## config.mk

```make
export PLATFORM = sky130hd
export DESIGN_NAME = usfc_core
export DESIGN_NICKNAME = d
export VERILOG_FILES = /design/src/pkg/usfc_pkg.sv /design/src/core/usfc_baud_gen.sv /design/src/core/usfc_pin_sync.sv /design/src/core/usfc_core.sv
export SDC_FILE = /design/constraint.sdc
export NUM_CORES = 1
export LEC_CHECK = 0
export CAP_MARGIN = 30
export CORE_MARGIN = 2
export CORE_UTILIZATION = 70
export CTS_BUF_LIST = sky130_fd_sc_hd__clkbuf_4 sky130_fd_sc_hd__clkbuf_8
export DETAILED_ROUTE_END_ITERATION = 12
export DONT_BUFFER_PORTS = 1
export GPL_TIMING_DRIVEN = 0
export PLACE_DENSITY = 0.86
export SETUP_SLACK_MARGIN = 0.2
export SLEW_MARGIN = 10
export SYNTH_ARGS = -nofsm -noshare
export SYNTH_HDL_FRONTEND = slang
export SYNTH_SLANG_ARGS = --single-unit
```

## constraint.sdc

```tcl
create_clock -name hclk -period 7.2 [get_ports hclk]
set_input_delay 2.16 -clock hclk [delete_from_list [all_inputs] [get_ports hclk]]
set_output_delay 2.16 -clock hclk [all_outputs]
set_load 0.005 [all_outputs]
```

## src/pkg/usfc_pkg.sv

```systemverilog
// Shared constants and types of the serial clock-and-frame core.
// Assumes a 32-bit AHB-Lite register bus with word-aligned registers.
package usfc_pkg;
   // Register byte offsets, compared against haddr[7:0].
   localparam logic [7:0] ADDR_DATA = 8'h00;
   localparam logic [7:0] ADDR_CSA = 8'h04;
   localparam logic [7:0] ADDR_CSB = 8'h08;
   localparam logic [7:0] ADDR_CSC = 8'h0C;
   localparam logic [7:0] ADDR_BDL = 8'h10;
   localparam logic [7:0] ADDR_BDH = 8'h14;
   localparam logic [7:0] ADDR_XDIR = 8'h18;
   // ctrl_status_a bit positions.
   localparam int CSA_RXC = 7;
   localparam int CSA_TXC = 6;
   localparam int CSA_UDRE = 5;
   localparam int CSA_FE = 4;
   localparam int CSA_DOR = 3;
   localparam int CSA_PE = 2;
   localparam int CSA_U2X = 1;
   // ctrl_status_b bit positions.
   localparam int CSB_RXCIE = 7;
   localparam int CSB_TXCIE = 6;
   localparam int CSB_UDRIE = 5;
   localparam int CSB_RXEN = 4;
   localparam int CSB_TXEN = 3;
   localparam int CSB_CSZ2 = 2;
   localparam int CSB_RXB8 = 1;
   localparam int CSB_TX_NINTH_BIT = 0;
   // ctrl_status_c bit positions.
   localparam int CSC_SYNC = 6;
   localparam int CSC_PM_LO = 4;
   localparam int CSC_STOP = 3;
   localparam int CSC_CSZ_LO = 1;
   localparam int CSC_POL = 0;
   // Values after reset.
   localparam logic [2:0] CHAR_SIZE_RESET = 3'h3;
   localparam logic [11:0] BAUD_RESET = 12'h000;
   localparam logic RX_IDLE_LEVEL = 1'b1;
   localparam logic XCK_IDLE_LEVEL = 1'b0;
   // Baud ticks per bit minus one, the mid-bit sample phase, and frame format codes.
   localparam logic [3:0] SPB_NORMAL_MAX = 4'hF;
   localparam logic [3:0] SPB_DOUBLE_MAX = 4'h7;
   localparam logic [3:0] MID_NORMAL = 4'h8;
   localparam logic [3:0] MID_DOUBLE = 4'h4;
   localparam logic [3:0] NBITS_NINE = 4'h9;
   localparam logic [2:0] CHAR_SIZE_NINE = 3'h7;
   localparam logic [1:0] PM_EVEN = 2'h2;
   localparam logic [1:0] PM_ODD = 2'h3;

   typedef enum logic [1:0] {M_ASYNC_NORMAL, M_ASYNC_DOUBLE, M_SYNC_MASTER, M_SYNC_SLAVE} usfc_mode_t;
   typedef enum logic [2:0] {ST_IDLE, ST_START, ST_DATA, ST_PARITY, ST_STOP1, ST_STOP2} usfc_frame_st_t;

   typedef struct packed {
      logic [3:0] nbits;
      logic parity_on;
      logic parity_odd;
      logic stop_two;
   } usfc_frame_cfg_t;

   typedef struct packed {
      logic [8:0] data;
      logic framing_err;
      logic parity_err;
   } usfc_rx_entry_t;
endpackage

```

## src/core/usfc_baud_gen.sv

```systemverilog
// Twelve-bit down-counting baud generator.
// Assumes the divisor is stable apart from writes that pulse reload.
`timescale 1ns/100ps
module usfc_baud_gen (
   input wire logic hclk,
   input wire logic hresetn,
   input wire logic [11:0] divisor,
   input wire logic reload,
   output logic tick
);
   logic [11:0] cnt_ff;

   assign tick = (cnt_ff == 12'h000);

   always_ff @(posedge hclk or negedge hresetn) begin
      if (!hresetn) begin
         cnt_ff <= 12'h000;
      end else if (reload || tick) begin
         cnt_ff <= divisor;
      end else begin
         cnt_ff <= cnt_ff - 12'h001;
      end
   end
endmodule

```

## src/core/usfc_pin_sync.sv

```systemverilog
// Three-flop pin synchroniser with agreement filter and edge detector.
// Assumes the pin changes no faster than a quarter of hclk.
`timescale 1ns/100ps
module usfc_pin_sync #(
   parameter logic IDLE_LEVEL = 1'b1
) (
   input wire logic hclk,
   input wire logic hresetn,
   input wire logic pin,
   output logic level,
   output logic rise,
   output logic fall
);
   logic s1_ff;
   logic s2_ff;
   logic s3_ff;
   logic level_ff;
   logic change;

   // A change only counts once the second and third stages agree.
   assign change = (s2_ff == s3_ff) && (s3_ff != level_ff);
   assign rise = change && s3_ff;
   assign fall = change && !s3_ff;
   assign level = level_ff;

   always_ff @(posedge hclk or negedge hresetn) begin
      if (!hresetn) begin
         s1_ff <= IDLE_LEVEL;
         s2_ff <= IDLE_LEVEL;
         s3_ff <= IDLE_LEVEL;
         level_ff <= IDLE_LEVEL;
      end else begin
         s1_ff <= pin;
         s2_ff <= s1_ff;
         s3_ff <= s2_ff;
         if (change) begin
            level_ff <= s3_ff;
         end
      end
   end
endmodule

```

## src/core/usfc_core.sv

```systemverilog
// Serial transceiver core: clock generation, frame format, parity, AHB-Lite registers.
// Assumes one AHB-Lite master, single word transfers, and a remote serial transceiver on the pins.
//
// Our own choices: the register addresses and the AHB-Lite register port.
`timescale 1ns/100ps
module usfc_core (
   input wire logic hclk,
   input wire logic hresetn,
   input wire logic hsel,
   input wire logic [31:0] haddr,
   input wire logic [1:0] htrans,
   input wire logic hwrite,
   input wire logic [2:0] hsize,
   input wire logic [31:0] hwdata,
   input wire logic hready,
   output logic [31:0] hrdata,
   output logic hreadyout,
   output logic hresp,
   output logic serial_tx_pin,
   input wire logic serial_rx_pin,
   input wire logic xfer_clk_pin_in,
   output logic xfer_clk_pin_out,
   output logic xfer_clk_pin_oe_n,
   output logic irq_rx_complete,
   output logic irq_tx_complete,
   output logic irq_tx_empty
);
   // Configuration registers.
   logic [11:0] baud_divisor_ff;
   logic double_speed_sel_ff;
   logic rx_en_ff;
   logic tx_en_ff;
   logic tx_ninth_bit_ff;
   logic ie_rxc_ff;
   logic ie_txc_ff;
   logic ie_udre_ff;
   logic sync_mode_sel_ff;
   logic [1:0] parity_mode_sel_ff;
   logic stop_bits_sel_ff;
   logic [2:0] char_size_sel_ff;
   logic xfer_clk_polarity_ff;
   logic xfer_clk_dir_ff;

   // Bus state.
   logic ph_valid_ff;
   logic ph_write_ff;
   logic [7:0] ph_addr_ff;
   logic [31:0] hrdata_ff;
   logic take;
   logic rd_take;
   logic wr;

   // Clocking.
   usfc_pkg::usfc_mode_t mode;
   usfc_pkg::usfc_frame_cfg_t cfg;
   logic is_async;
   logic baud_tick;
   logic xck_ff;
   logic xs_rise;
   logic xs_fall;
   logic xck_rise;
   logic xck_fall;
   logic change_edge;
   logic sample_edge;
   logic [3:0] spb_max;
   logic [3:0] mid;
   logic [3:0] tx_div_ff;
   logic tx_bit_tick;
   logic [8:0] mask;

   // Transmitter.
   logic [8:0] txb_data_ff;
   logic txb_full_ff;
   usfc_pkg::usfc_frame_st_t tx_st_ff;
   logic [8:0] tx_sh_ff;
   logic [3:0] tx_idx_ff;
   logic tx_line_ff;
   logic tx_par_ff;
   logic tx_active_ff;
   logic tx_complete_ff;
   logic tx_load;
   logic tx_done_ev;

   // Receiver.
   logic rx_s;
   usfc_pkg::usfc_frame_st_t rx_st_ff;
   logic [3:0] rx_phase_ff;
   logic [3:0] rx_idx_ff;
   logic [8:0] rx_sh_ff;
   logic rx_par_ff;
   logic rx_sample;
   logic rx_push;
   usfc_pkg::usfc_rx_entry_t rx_new;
   usfc_pkg::usfc_rx_entry_t rx_q_ff [2];
   usfc_pkg::usfc_rx_entry_t rx_head;
   logic rx_wr_ptr_ff;
   logic rx_rd_ptr_ff;
   logic [1:0] rx_cnt_ff;
   logic rx_pop;
   logic overrun_ff;

   function automatic logic [3:0] data_bits(input logic [2:0] code);
      logic [3:0] n;
      n = 4'h8;
      if (code == usfc_pkg::CHAR_SIZE_NINE) begin
         n = usfc_pkg::NBITS_NINE;
      end else if (code[2] == 1'b0) begin
         n = 4'h5 + {2'b00, code[1:0]};
      end
      return n;
   endfunction

   // Frame settings feed both directions from one copy.
   assign cfg.nbits = data_bits(char_size_sel_ff);
   assign cfg.parity_on = parity_mode_sel_ff[1];
   assign cfg.parity_odd = (parity_mode_sel_ff == usfc_pkg::PM_ODD);
   assign cfg.stop_two = stop_bits_sel_ff;
   assign mask = 9'h1FF >> (4'h9 - cfg.nbits);

   always_comb begin
      if (!sync_mode_sel_ff) begin
         mode = double_speed_sel_ff ? usfc_pkg::M_ASYNC_DOUBLE : usfc_pkg::M_ASYNC_NORMAL;
      end else begin
         mode = xfer_clk_dir_ff ? usfc_pkg::M_SYNC_MASTER : usfc_pkg::M_SYNC_SLAVE;
      end
   end
   assign is_async = !sync_mode_sel_ff;
   assign spb_max = (mode == usfc_pkg::M_ASYNC_DOUBLE) ? usfc_pkg::SPB_DOUBLE_MAX : usfc_pkg::SPB_NORMAL_MAX;
   assign mid = (mode == usfc_pkg::M_ASYNC_DOUBLE) ? usfc_pkg::MID_DOUBLE : usfc_pkg::MID_NORMAL;

   // AHB-Lite slave: zero wait states, always OKAY.
   assign take = hsel && hready && htrans[1];
   assign rd_take = take && !hwrite;
   assign wr = ph_valid_ff && ph_write_ff;
   assign hreadyout = 1'b1;
   assign hresp = 1'b0;
   assign hrdata = hrdata_ff;

   always_ff @(posedge hclk or negedge hresetn) begin
      if (!hresetn) begin
         ph_valid_ff <= 1'b0;
         ph_write_ff <= 1'b0;
         ph_addr_ff <= 8'h00;
      end else begin
         ph_valid_ff <= take;
         ph_write_ff <= hwrite;
         ph_addr_ff <= haddr[7:0];
      end
   end

   // Read data is captured at the address phase, so a read of the data register pops there.
   always_ff @(posedge hclk or negedge hresetn) begin
      if (!hresetn) begin
         hrdata_ff <= 32'h0000_0000;
      end else if (rd_take) begin
         hrdata_ff <= 32'h0000_0000;
         unique case (haddr[7:0])
            usfc_pkg::ADDR_DATA: hrdata_ff[7:0] <= rx_head.data[7:0];
            usfc_pkg::ADDR_CSA: hrdata_ff[7:0] <= {rx_cnt_ff != 2'h0, tx_complete_ff, !txb_full_ff,
               rx_head.framing_err, overrun_ff, rx_head.parity_err, double_speed_sel_ff, 1'b0};
            usfc_pkg::ADDR_CSB: hrdata_ff[7:0] <= {ie_rxc_ff, ie_txc_ff, ie_udre_ff, rx_en_ff, tx_en_ff,
               char_size_sel_ff[2], rx_head.data[8], tx_ninth_bit_ff};
            usfc_pkg::ADDR_CSC: hrdata_ff[7:0] <= {1'b0, sync_mode_sel_ff, parity_mode_sel_ff, stop_bits_sel_ff,
               char_size_sel_ff[1:0], xfer_clk_polarity_ff};
            usfc_pkg::ADDR_BDL: hrdata_ff[7:0] <= baud_divisor_ff[7:0];
            usfc_pkg::ADDR_BDH: hrdata_ff[3:0] <= baud_divisor_ff[11:8];
            usfc_pkg::ADDR_XDIR: hrdata_ff[0] <= xfer_clk_dir_ff;
            default: hrdata_ff <= 32'h0000_0000;
         endcase
      end
   end

   always_ff @(posedge hclk or negedge hresetn) begin
      if (!hresetn) begin
         baud_divisor_ff <= usfc_pkg::BAUD_RESET;
         double_speed_sel_ff <= 1'b0;
         rx_en_ff <= 1'b0;
         tx_en_ff <= 1'b0;
         tx_ninth_bit_ff <= 1'b0;
         ie_rxc_ff <= 1'b0;
         ie_txc_ff <= 1'b0;
         ie_udre_ff <= 1'b0;
         sync_mode_sel_ff <= 1'b0;
         parity_mode_sel_ff <= 2'h0;
         stop_bits_sel_ff <= 1'b0;
         char_size_sel_ff <= usfc_pkg::CHAR_SIZE_RESET;
         xfer_clk_polarity_ff <= 1'b0;
         xfer_clk_dir_ff <= 1'b0;
      end else if (wr) begin
         unique case (ph_addr_ff)
            usfc_pkg::ADDR_CSA: double_speed_sel_ff <= hwdata[usfc_pkg::CSA_U2X];
            usfc_pkg::ADDR_CSB: begin
               ie_rxc_ff <= hwdata[usfc_pkg::CSB_RXCIE];
               ie_txc_ff <= hwdata[usfc_pkg::CSB_TXCIE];
               ie_udre_ff <= hwdata[usfc_pkg::CSB_UDRIE];
               rx_en_ff <= hwdata[usfc_pkg::CSB_RXEN];
               tx_en_ff <= hwdata[usfc_pkg::CSB_TXEN];
               char_size_sel_ff[2] <= hwdata[usfc_pkg::CSB_CSZ2];
               tx_ninth_bit_ff <= hwdata[usfc_pkg::CSB_TX_NINTH_BIT];
            end
            usfc_pkg::ADDR_CSC: begin
               sync_mode_sel_ff <= hwdata[usfc_pkg::CSC_SYNC];
               parity_mode_sel_ff <= hwdata[usfc_pkg::CSC_PM_LO +: 2];
               stop_bits_sel_ff <= hwdata[usfc_pkg::CSC_STOP];
               char_size_sel_ff[1:0] <= hwdata[usfc_pkg::CSC_CSZ_LO +: 2];
               xfer_clk_polarity_ff <= hwdata[usfc_pkg::CSC_POL];
            end
            usfc_pkg::ADDR_BDL: baud_divisor_ff[7:0] <= hwdata[7:0];
            usfc_pkg::ADDR_BDH: baud_divisor_ff[11:8] <= hwdata[3:0];
            usfc_pkg::ADDR_XDIR: xfer_clk_dir_ff <= hwdata[0];
            default: ;
         endcase
      end
   end

   usfc_baud_gen u_baud (
      .hclk(hclk),
      .hresetn(hresetn),
      .divisor(baud_divisor_ff),
      .reload(wr && (ph_addr_ff == usfc_pkg::ADDR_BDL)),
      .tick(baud_tick)
   );

   usfc_pin_sync #(.IDLE_LEVEL(usfc_pkg::XCK_IDLE_LEVEL)) u_xck_sync (
      .hclk(hclk),
      .hresetn(hresetn),
      .pin(xfer_clk_pin_in),
      .level(),
      .rise(xs_rise),
      .fall(xs_fall)
   );

   usfc_pin_sync #(.IDLE_LEVEL(usfc_pkg::RX_IDLE_LEVEL)) u_rx_sync (
      .hclk(hclk),
      .hresetn(hresetn),
      .pin(serial_rx_pin),
      .level(rx_s),
      .rise(),
      .fall()
   );

   // Master clock toggles on every baud tick, so one bit spans two ticks.
   always_ff @(posedge hclk or negedge hresetn) begin
      if (!hresetn) begin
         xck_ff <= usfc_pkg::XCK_IDLE_LEVEL;
      end else if (mode != usfc_pkg::M_SYNC_MASTER) begin
         xck_ff <= usfc_pkg::XCK_IDLE_LEVEL;
      end else if (baud_tick) begin
         xck_ff <= !xck_ff;
      end
   end
   // The flop lags a mode change by one edge, so the pin is gated to stay idle the moment master mode ends.
   assign xfer_clk_pin_out = xck_ff && (mode == usfc_pkg::M_SYNC_MASTER);
   assign xfer_clk_pin_oe_n = (mode != usfc_pkg::M_SYNC_MASTER);

   // Slave edges are ignored outside slave mode.
   assign xck_rise = (mode == usfc_pkg::M_SYNC_MASTER) ? (baud_tick && !xck_ff) :
                     ((mode == usfc_pkg::M_SYNC_SLAVE) && xs_rise);
   assign xck_fall = (mode == usfc_pkg::M_SYNC_MASTER) ? (baud_tick && xck_ff) :
                     ((mode == usfc_pkg::M_SYNC_SLAVE) && xs_fall);
   assign change_edge = xfer_clk_polarity_ff ? xck_fall : xck_rise;
   assign sample_edge = xfer_clk_polarity_ff ? xck_rise : xck_fall;

   always_ff @(posedge hclk or negedge hresetn) begin
      if (!hresetn) begin
         tx_div_ff <= 4'h0;
      end else if (!is_async || !tx_en_ff) begin
         tx_div_ff <= 4'h0;
      end else if (baud_tick) begin
         tx_div_ff <= (tx_div_ff >= spb_max) ? 4'h0 : tx_div_ff + 4'h1;
      end
   end
   assign tx_bit_tick = is_async ? (baud_tick && (tx_div_ff >= spb_max)) : change_edge;

   // Transmit buffer: a write while full is dropped so the buffered character is never torn.
   assign tx_load = tx_en_ff && tx_bit_tick && (tx_st_ff == usfc_pkg::ST_IDLE) && txb_full_ff;
   assign tx_done_ev = tx_en_ff && tx_bit_tick && (tx_st_ff == usfc_pkg::ST_IDLE) && !txb_full_ff && tx_active_ff;

   always_ff @(posedge hclk or negedge hresetn) begin
      if (!hresetn) begin
         txb_data_ff <= 9'h000;
         txb_full_ff <= 1'b0;
      end else if (tx_load) begin
         txb_full_ff <= 1'b0;
      end else if (wr && (ph_addr_ff == usfc_pkg::ADDR_DATA) && !txb_full_ff) begin
         txb_data_ff <= {tx_ninth_bit_ff, hwdata[7:0]};
         txb_full_ff <= 1'b1;
      end
   end

   always_ff @(posedge hclk or negedge hresetn) begin
      if (!hresetn) begin
         tx_st_ff <= usfc_pkg::ST_IDLE;
         tx_sh_ff <= 9'h000;
         tx_idx_ff <= 4'h0;
         tx_line_ff <= 1'b1;
         tx_par_ff <= 1'b0;
         tx_active_ff <= 1'b0;
      end else if (!tx_en_ff) begin
         tx_st_ff <= usfc_pkg::ST_IDLE;
         tx_line_ff <= 1'b1;
         tx_active_ff <= 1'b0;
      end else if (tx_bit_tick) begin
         unique case (tx_st_ff)
            usfc_pkg::ST_IDLE: begin
               tx_line_ff <= 1'b1;
               tx_active_ff <= txb_full_ff;
               if (txb_full_ff) begin
                  tx_sh_ff <= txb_data_ff;
                  tx_par_ff <= (^(txb_data_ff & mask)) ^ cfg.parity_odd;
                  tx_line_ff <= 1'b0;
                  tx_idx_ff <= 4'h0;
                  tx_st_ff <= usfc_pkg::ST_DATA;
               end
            end
            usfc_pkg::ST_DATA: begin
               tx_line_ff <= tx_sh_ff[tx_idx_ff];
               tx_idx_ff <= tx_idx_ff + 4'h1;
               if (tx_idx_ff == cfg.nbits - 4'h1) begin
                  tx_st_ff <= cfg.parity_on ? usfc_pkg::ST_PARITY : usfc_pkg::ST_STOP1;
               end
            end
            usfc_pkg::ST_PARITY: begin
               tx_line_ff <= tx_par_ff;
               tx_st_ff <= usfc_pkg::ST_STOP1;
            end
            usfc_pkg::ST_STOP1: begin
               tx_line_ff <= 1'b1;
               tx_st_ff <= cfg.stop_two ? usfc_pkg::ST_STOP2 : usfc_pkg::ST_IDLE;
            end
            usfc_pkg::ST_STOP2: begin
               tx_line_ff <= 1'b1;
               tx_st_ff <= usfc_pkg::ST_IDLE;
            end
            default: tx_st_ff <= usfc_pkg::ST_IDLE;
         endcase
      end
   end
   assign serial_tx_pin = tx_line_ff;

   // Completion set wins over a software clear in the same cycle.
   always_ff @(posedge hclk or negedge hresetn) begin
      if (!hresetn) begin
         tx_complete_ff <= 1'b0;
      end else if (tx_done_ev) begin
         tx_complete_ff <= 1'b1;
      end else if (wr && (ph_addr_ff == usfc_pkg::ADDR_CSA) && hwdata[usfc_pkg::CSA_TXC]) begin
         tx_complete_ff <= 1'b0;
      end
   end

   // Receiver: a single mid-bit sample per bit, so the baud setting must be accurate.
   assign rx_sample = is_async ? (baud_tick && (rx_phase_ff == mid)) : sample_edge;
   assign rx_push = rx_sample && (rx_st_ff == usfc_pkg::ST_STOP1);
   assign rx_new.data = rx_sh_ff & mask;
   assign rx_new.framing_err = !rx_s;
   assign rx_new.parity_err = cfg.parity_on && ((^(rx_sh_ff & mask)) ^ cfg.parity_odd ^ rx_par_ff);

   always_ff @(posedge hclk or negedge hresetn) begin
      if (!hresetn) begin
         rx_phase_ff <= 4'h0;
      end else if (!is_async || (rx_st_ff == usfc_pkg::ST_IDLE)) begin
         rx_phase_ff <= 4'h1;
      end else if (baud_tick) begin
         rx_phase_ff <= (rx_phase_ff >= spb_max) ? 4'h0 : rx_phase_ff + 4'h1;
      end
   end

   always_ff @(posedge hclk or negedge hresetn) begin
      if (!hresetn) begin
         rx_st_ff <= usfc_pkg::ST_IDLE;
         rx_idx_ff <= 4'h0;
         rx_sh_ff <= 9'h000;
         rx_par_ff <= 1'b0;
      end else if (!rx_en_ff) begin
         rx_st_ff <= usfc_pkg::ST_IDLE;
      end else if (rx_st_ff == usfc_pkg::ST_IDLE) begin
         rx_idx_ff <= 4'h0;
         rx_sh_ff <= 9'h000;
         if (is_async && baud_tick && !rx_s) begin
            rx_st_ff <= usfc_pkg::ST_START;
         end else if (!is_async && sample_edge && !rx_s) begin
            rx_st_ff <= usfc_pkg::ST_DATA;
         end
      end else if (rx_sample) begin
         unique case (rx_st_ff)
            usfc_pkg::ST_START: rx_st_ff <= rx_s ? usfc_pkg::ST_IDLE : usfc_pkg::ST_DATA;
            usfc_pkg::ST_DATA: begin
               rx_sh_ff[rx_idx_ff] <= rx_s;
               rx_idx_ff <= rx_idx_ff + 4'h1;
               if (rx_idx_ff == cfg.nbits - 4'h1) begin
                  rx_st_ff <= cfg.parity_on ? usfc_pkg::ST_PARITY : usfc_pkg::ST_STOP1;
               end
            end
            usfc_pkg::ST_PARITY: begin
               rx_par_ff <= rx_s;
               rx_st_ff <= usfc_pkg::ST_STOP1;
            end
            default: rx_st_ff <= usfc_pkg::ST_IDLE;
         endcase
      end
   end

   // Two-entry receive buffer.
   assign rx_pop = rd_take && (haddr[7:0] == usfc_pkg::ADDR_DATA) && (rx_cnt_ff != 2'h0);
   assign rx_head = (rx_cnt_ff != 2'h0) ? rx_q_ff[rx_rd_ptr_ff] : '0;

   for (genvar i = 0; i < 2; i++) begin : g_rxq
      always_ff @(posedge hclk or negedge hresetn) begin
         if (!hresetn) begin
            rx_q_ff[i] <= '0;
         end else if (rx_push && (rx_cnt_ff != 2'h2) && (rx_wr_ptr_ff == 1'(i))) begin
            rx_q_ff[i] <= rx_new;
         end
      end
   end

   always_ff @(posedge hclk or negedge hresetn) begin
      if (!hresetn) begin
         rx_wr_ptr_ff <= 1'b0;
         rx_rd_ptr_ff <= 1'b0;
         rx_cnt_ff <= 2'h0;
      end else begin
         if (rx_push && (rx_cnt_ff != 2'h2)) begin
            rx_wr_ptr_ff <= !rx_wr_ptr_ff;
         end
         if (rx_pop) begin
            rx_rd_ptr_ff <= !rx_rd_ptr_ff;
         end
         rx_cnt_ff <= rx_cnt_ff + {1'b0, rx_push && (rx_cnt_ff != 2'h2)} - {1'b0, rx_pop};
      end
   end

   // Overrun set wins over the clear by a data read in the same cycle.
   always_ff @(posedge hclk or negedge hresetn) begin
      if (!hresetn) begin
         overrun_ff <= 1'b0;
      end else if (rx_push && (rx_cnt_ff == 2'h2)) begin
         overrun_ff <= 1'b1;
      end else if (rx_pop) begin
         overrun_ff <= 1'b0;
      end
   end

   assign irq_rx_complete = ie_rxc_ff && (rx_cnt_ff != 2'h0);
   assign irq_tx_complete = ie_txc_ff && tx_complete_ff;
   assign irq_tx_empty = ie_udre_ff && !txb_full_ff;
endmodule

```

==> metrics.txt <==
DRT antenna net count=0; DR iter-0 viols=628; Cell variety after synth=74; Die ar.=12410 sq um; first-pass GRT wire length=32890 um; post-route cell area=8869 sq um; Setup crit start=haddr[1]; later-pin clock latency in the skew report=470 ps; part of the power in registers=0.492; Met3 Wirelength=1477 um; FP Rows=39; Final Routed Wirelength=20000 um; FMAX=224.8 MHz; Core Area=11320 sq um; IR Drop Worst-Case VDD=0.0002451 V; clk slew on worst S/H paths=80 ps; Reg area=3737 sq um; ys flop type=dfrtp_1; Worst EP arrival=4840 ps; largest net degree at the start of global routing=150; switching pwr=0.0004554 W; Slew @ Worst Pin=837.4 ps; worst r2r path cells=11; Syn. warnings=0; H-tree level count=4; reg2reg start=char_size_sel_ff[0]; Max-Cap Viols=0; worst hold path class=flip-flop to flip-flop; fraction of layout instances using a drive strength above 1=0.1933; Cells after Synth=775; global route total overflow=0; DRT met1 WL=7850 um; Initial Utilization=0.7131; Slew headroom=0.4375; crit-path max FO=9; Critical Path Sink Type=flip-flop; Port Buffers=0; PwrDens=216.7 nW/um^2; CTS tree=yes; Final Wtd Congestion=1.011; clk buf depth=2; final hold vios=0; most frequent cells in the layout=142 x dfrtp_1, 73 x nand2_1, 59 x mux2_2; gr usage total=0.3396; clock share of power=0.430; Antenna Cells=0; Multi-input gate area=4008 sq um; unrepaired setup endpoints after global routing=no; Required @ worst endpoint=7590 ps; number of flops mapped to enable cells by yosys=0; via/cell ratio=6.499; setup TNS=0 ps; sw frac=0.2369; WHS=357.0 ps; cts repair resizes=0; Placed Area=8342 sq um; Comb power frac=0.078; syn_area_per_cell=10.42 sq um; final setup skew=11.25 ps; fill count=728; final setup vio count=0; die span in x=111.4 um; DRC violations left=0; reg-to-reg slack, setup=3590 ps; Post-CTS Hold Fix Bufs=0; Tot Pwr=0.001922 W; fin. max-slew vios=0; vias in the first global route=6381; CTS buffer count=17; ys async rst share=1.000; Int Pwr=0.001467 W; Post-Synthesis Cell Area=8073 sq um; Layout area overhead=9.857%; post-layout min period=4448 ps; I/O pin count=116; Critical Path Sink=rx_cnt_ff[1]; Leak=3.979 nW; DRT Pass-1 Iters=5; R2R Path End=rx_q_ff[0]; CTS sink cnt=149; via count=6343; sequential-to-total area share from yosys stat=0.4630; Detailed Place HPWL=14210 um; status=finished, final reports clean; Worst Setup Start Kind=input pin; flops & latches, synth=149; top routing layer used=met4; WL per Instance=20.49 um; met2 wirelength from detailed routing=9890 um; nets@finish=917; initial antenna violation count=0; CTS Root Cell=clkbuf_8; Setup Crit Path Kind=input pin to flip-flop; Tcrit/Tclk final=0.6178; setup bufs post-CTS=0; Die H=111.4 um; commonest non-fill, non-tap cell in the layout=dfrtp_1
[synth_stat cells, drive strengths merged, types with 7 or more instances]
cell type,n,area (sq um)
mux2i,20,200.2
nor2b,17,106.4
dfrtp,142,3553
nand3,30,150.1
o31ai,14,105.1
mux2,66,769.5
nand2b,9,56.30
xnor2,25,219.0
a211oi,8,60.06
ha,21,262.8
o22ai,8,50.05
clkbuf,24,90.09
nor4,8,65.06
nor2,46,172.7
a31oi,7,43.79
o21ai,46,230.2
and3,8,51.30
nor3,25,140.1
dfstp,7,183.9
buf,33,234.0
nand2,73,274.0
inv,25,93.84
a21oi,28,140.1
[final cells by class]
class | count | share of cell area
clock inverter | 12 | 0.02793
tap | 143 | 0.02017
sequential | 149 | 0.4214
timing repair buffer | 2 | 0.001129
multi-input combinational | 568 | 0.4519
clock buffer | 20 | 0.03033
inverter | 25 | 0.01058
buffer | 57 | 0.03654
[cells by family after synthesis]
group | after synthesis | synth area share
simple gates | 252 | 0.1618
compound gates | 144 | 0.1153
xor+xnor | 35 | 0.04650
mux | 88 | 0.1257
fa+ha+maj | 23 | 0.03503
buf+inv | 82 | 0.05177
other cells | 2 | 0.0009303
flops | 149 | 0.4630
[power by group through the flow]
stage          sequential (W)  clock (W)  combinational [W]
5_1_grt              0.000951   0.000861           0.000167
4_1_cts              0.000943   0.000832           0.000147
2_1_floorplan        0.000945          0           0.000118
3_3_place_gp         0.000955          0           0.000134
6_report             0.000945   0.000826           0.000151
3_5_place_dp         0.000958          0           0.000142
[through the flow]
stage / util / instances / worst slack [ps]
2_1_floorplan: - / 799 / 2697
3_3_place_gp: 0.7368 / 942 / 2458
3_5_place_dp: 0.7368 / 942 / 2368
4_1_cts: 0.7825 / 974 / 2821
5_1_grt: 0.7834 / 976 / 2680
6_report: 0.7834 / 976 / 2752
[state kept, by name, indices dropped and copies added, names as in the netlist, 4 cells and up]
name / flops
rx_q_ff: 22
baud_divisor_ff: 12
u_baud.cnt_ff: 12
rx_sh_ff: 9
tx_sh_ff: 9
txb_data_ff: 9
hrdata: 8
ph_addr_ff: 8
rx_idx_ff: 4
rx_phase_ff: 4
tx_div_ff: 4
tx_idx_ff: 4
[critical path: stages]
cell and delay [ps]:
nor3_1 360, nand2_1 260, or4b_2 650, clkbuf_1 220, or2_2 370, inv_1 70
ha_1 230, inv_1 70, ha_1 160, xnor2_1 140, xnor2_1 150
[routing by layer]
| layer | vias up | GRT usage |
|---|---|---|
| li1 | 2811 | - |
| met1 | 3147 | 0.4411 |
| met2 | 307 | 0.5492 |
| met3 | 78 | 0.06913 |
| met4 | 0 | 0.1712 |
| met5 | - | 0 |
[worst min-delay path by stage]
stage                            end  slack, ps              from  cells past startpoint
floorplan           u_xck_sync.s2_ff        330  u_xck_sync.s1_ff                      0
finish               u_rx_sync.s2_ff        360   u_rx_sync.s1_ff                      0
CTS                  u_rx_sync.s2_ff        360   u_rx_sync.s1_ff                      0
global route        u_xck_sync.s2_ff        360  u_xck_sync.s1_ff                      0
detailed placement  u_xck_sync.s2_ff        340  u_xck_sync.s1_ff                      0
global placement    u_xck_sync.s2_ff        330  u_xck_sync.s1_ff                      0
Power figures use the tool's default switching activity.
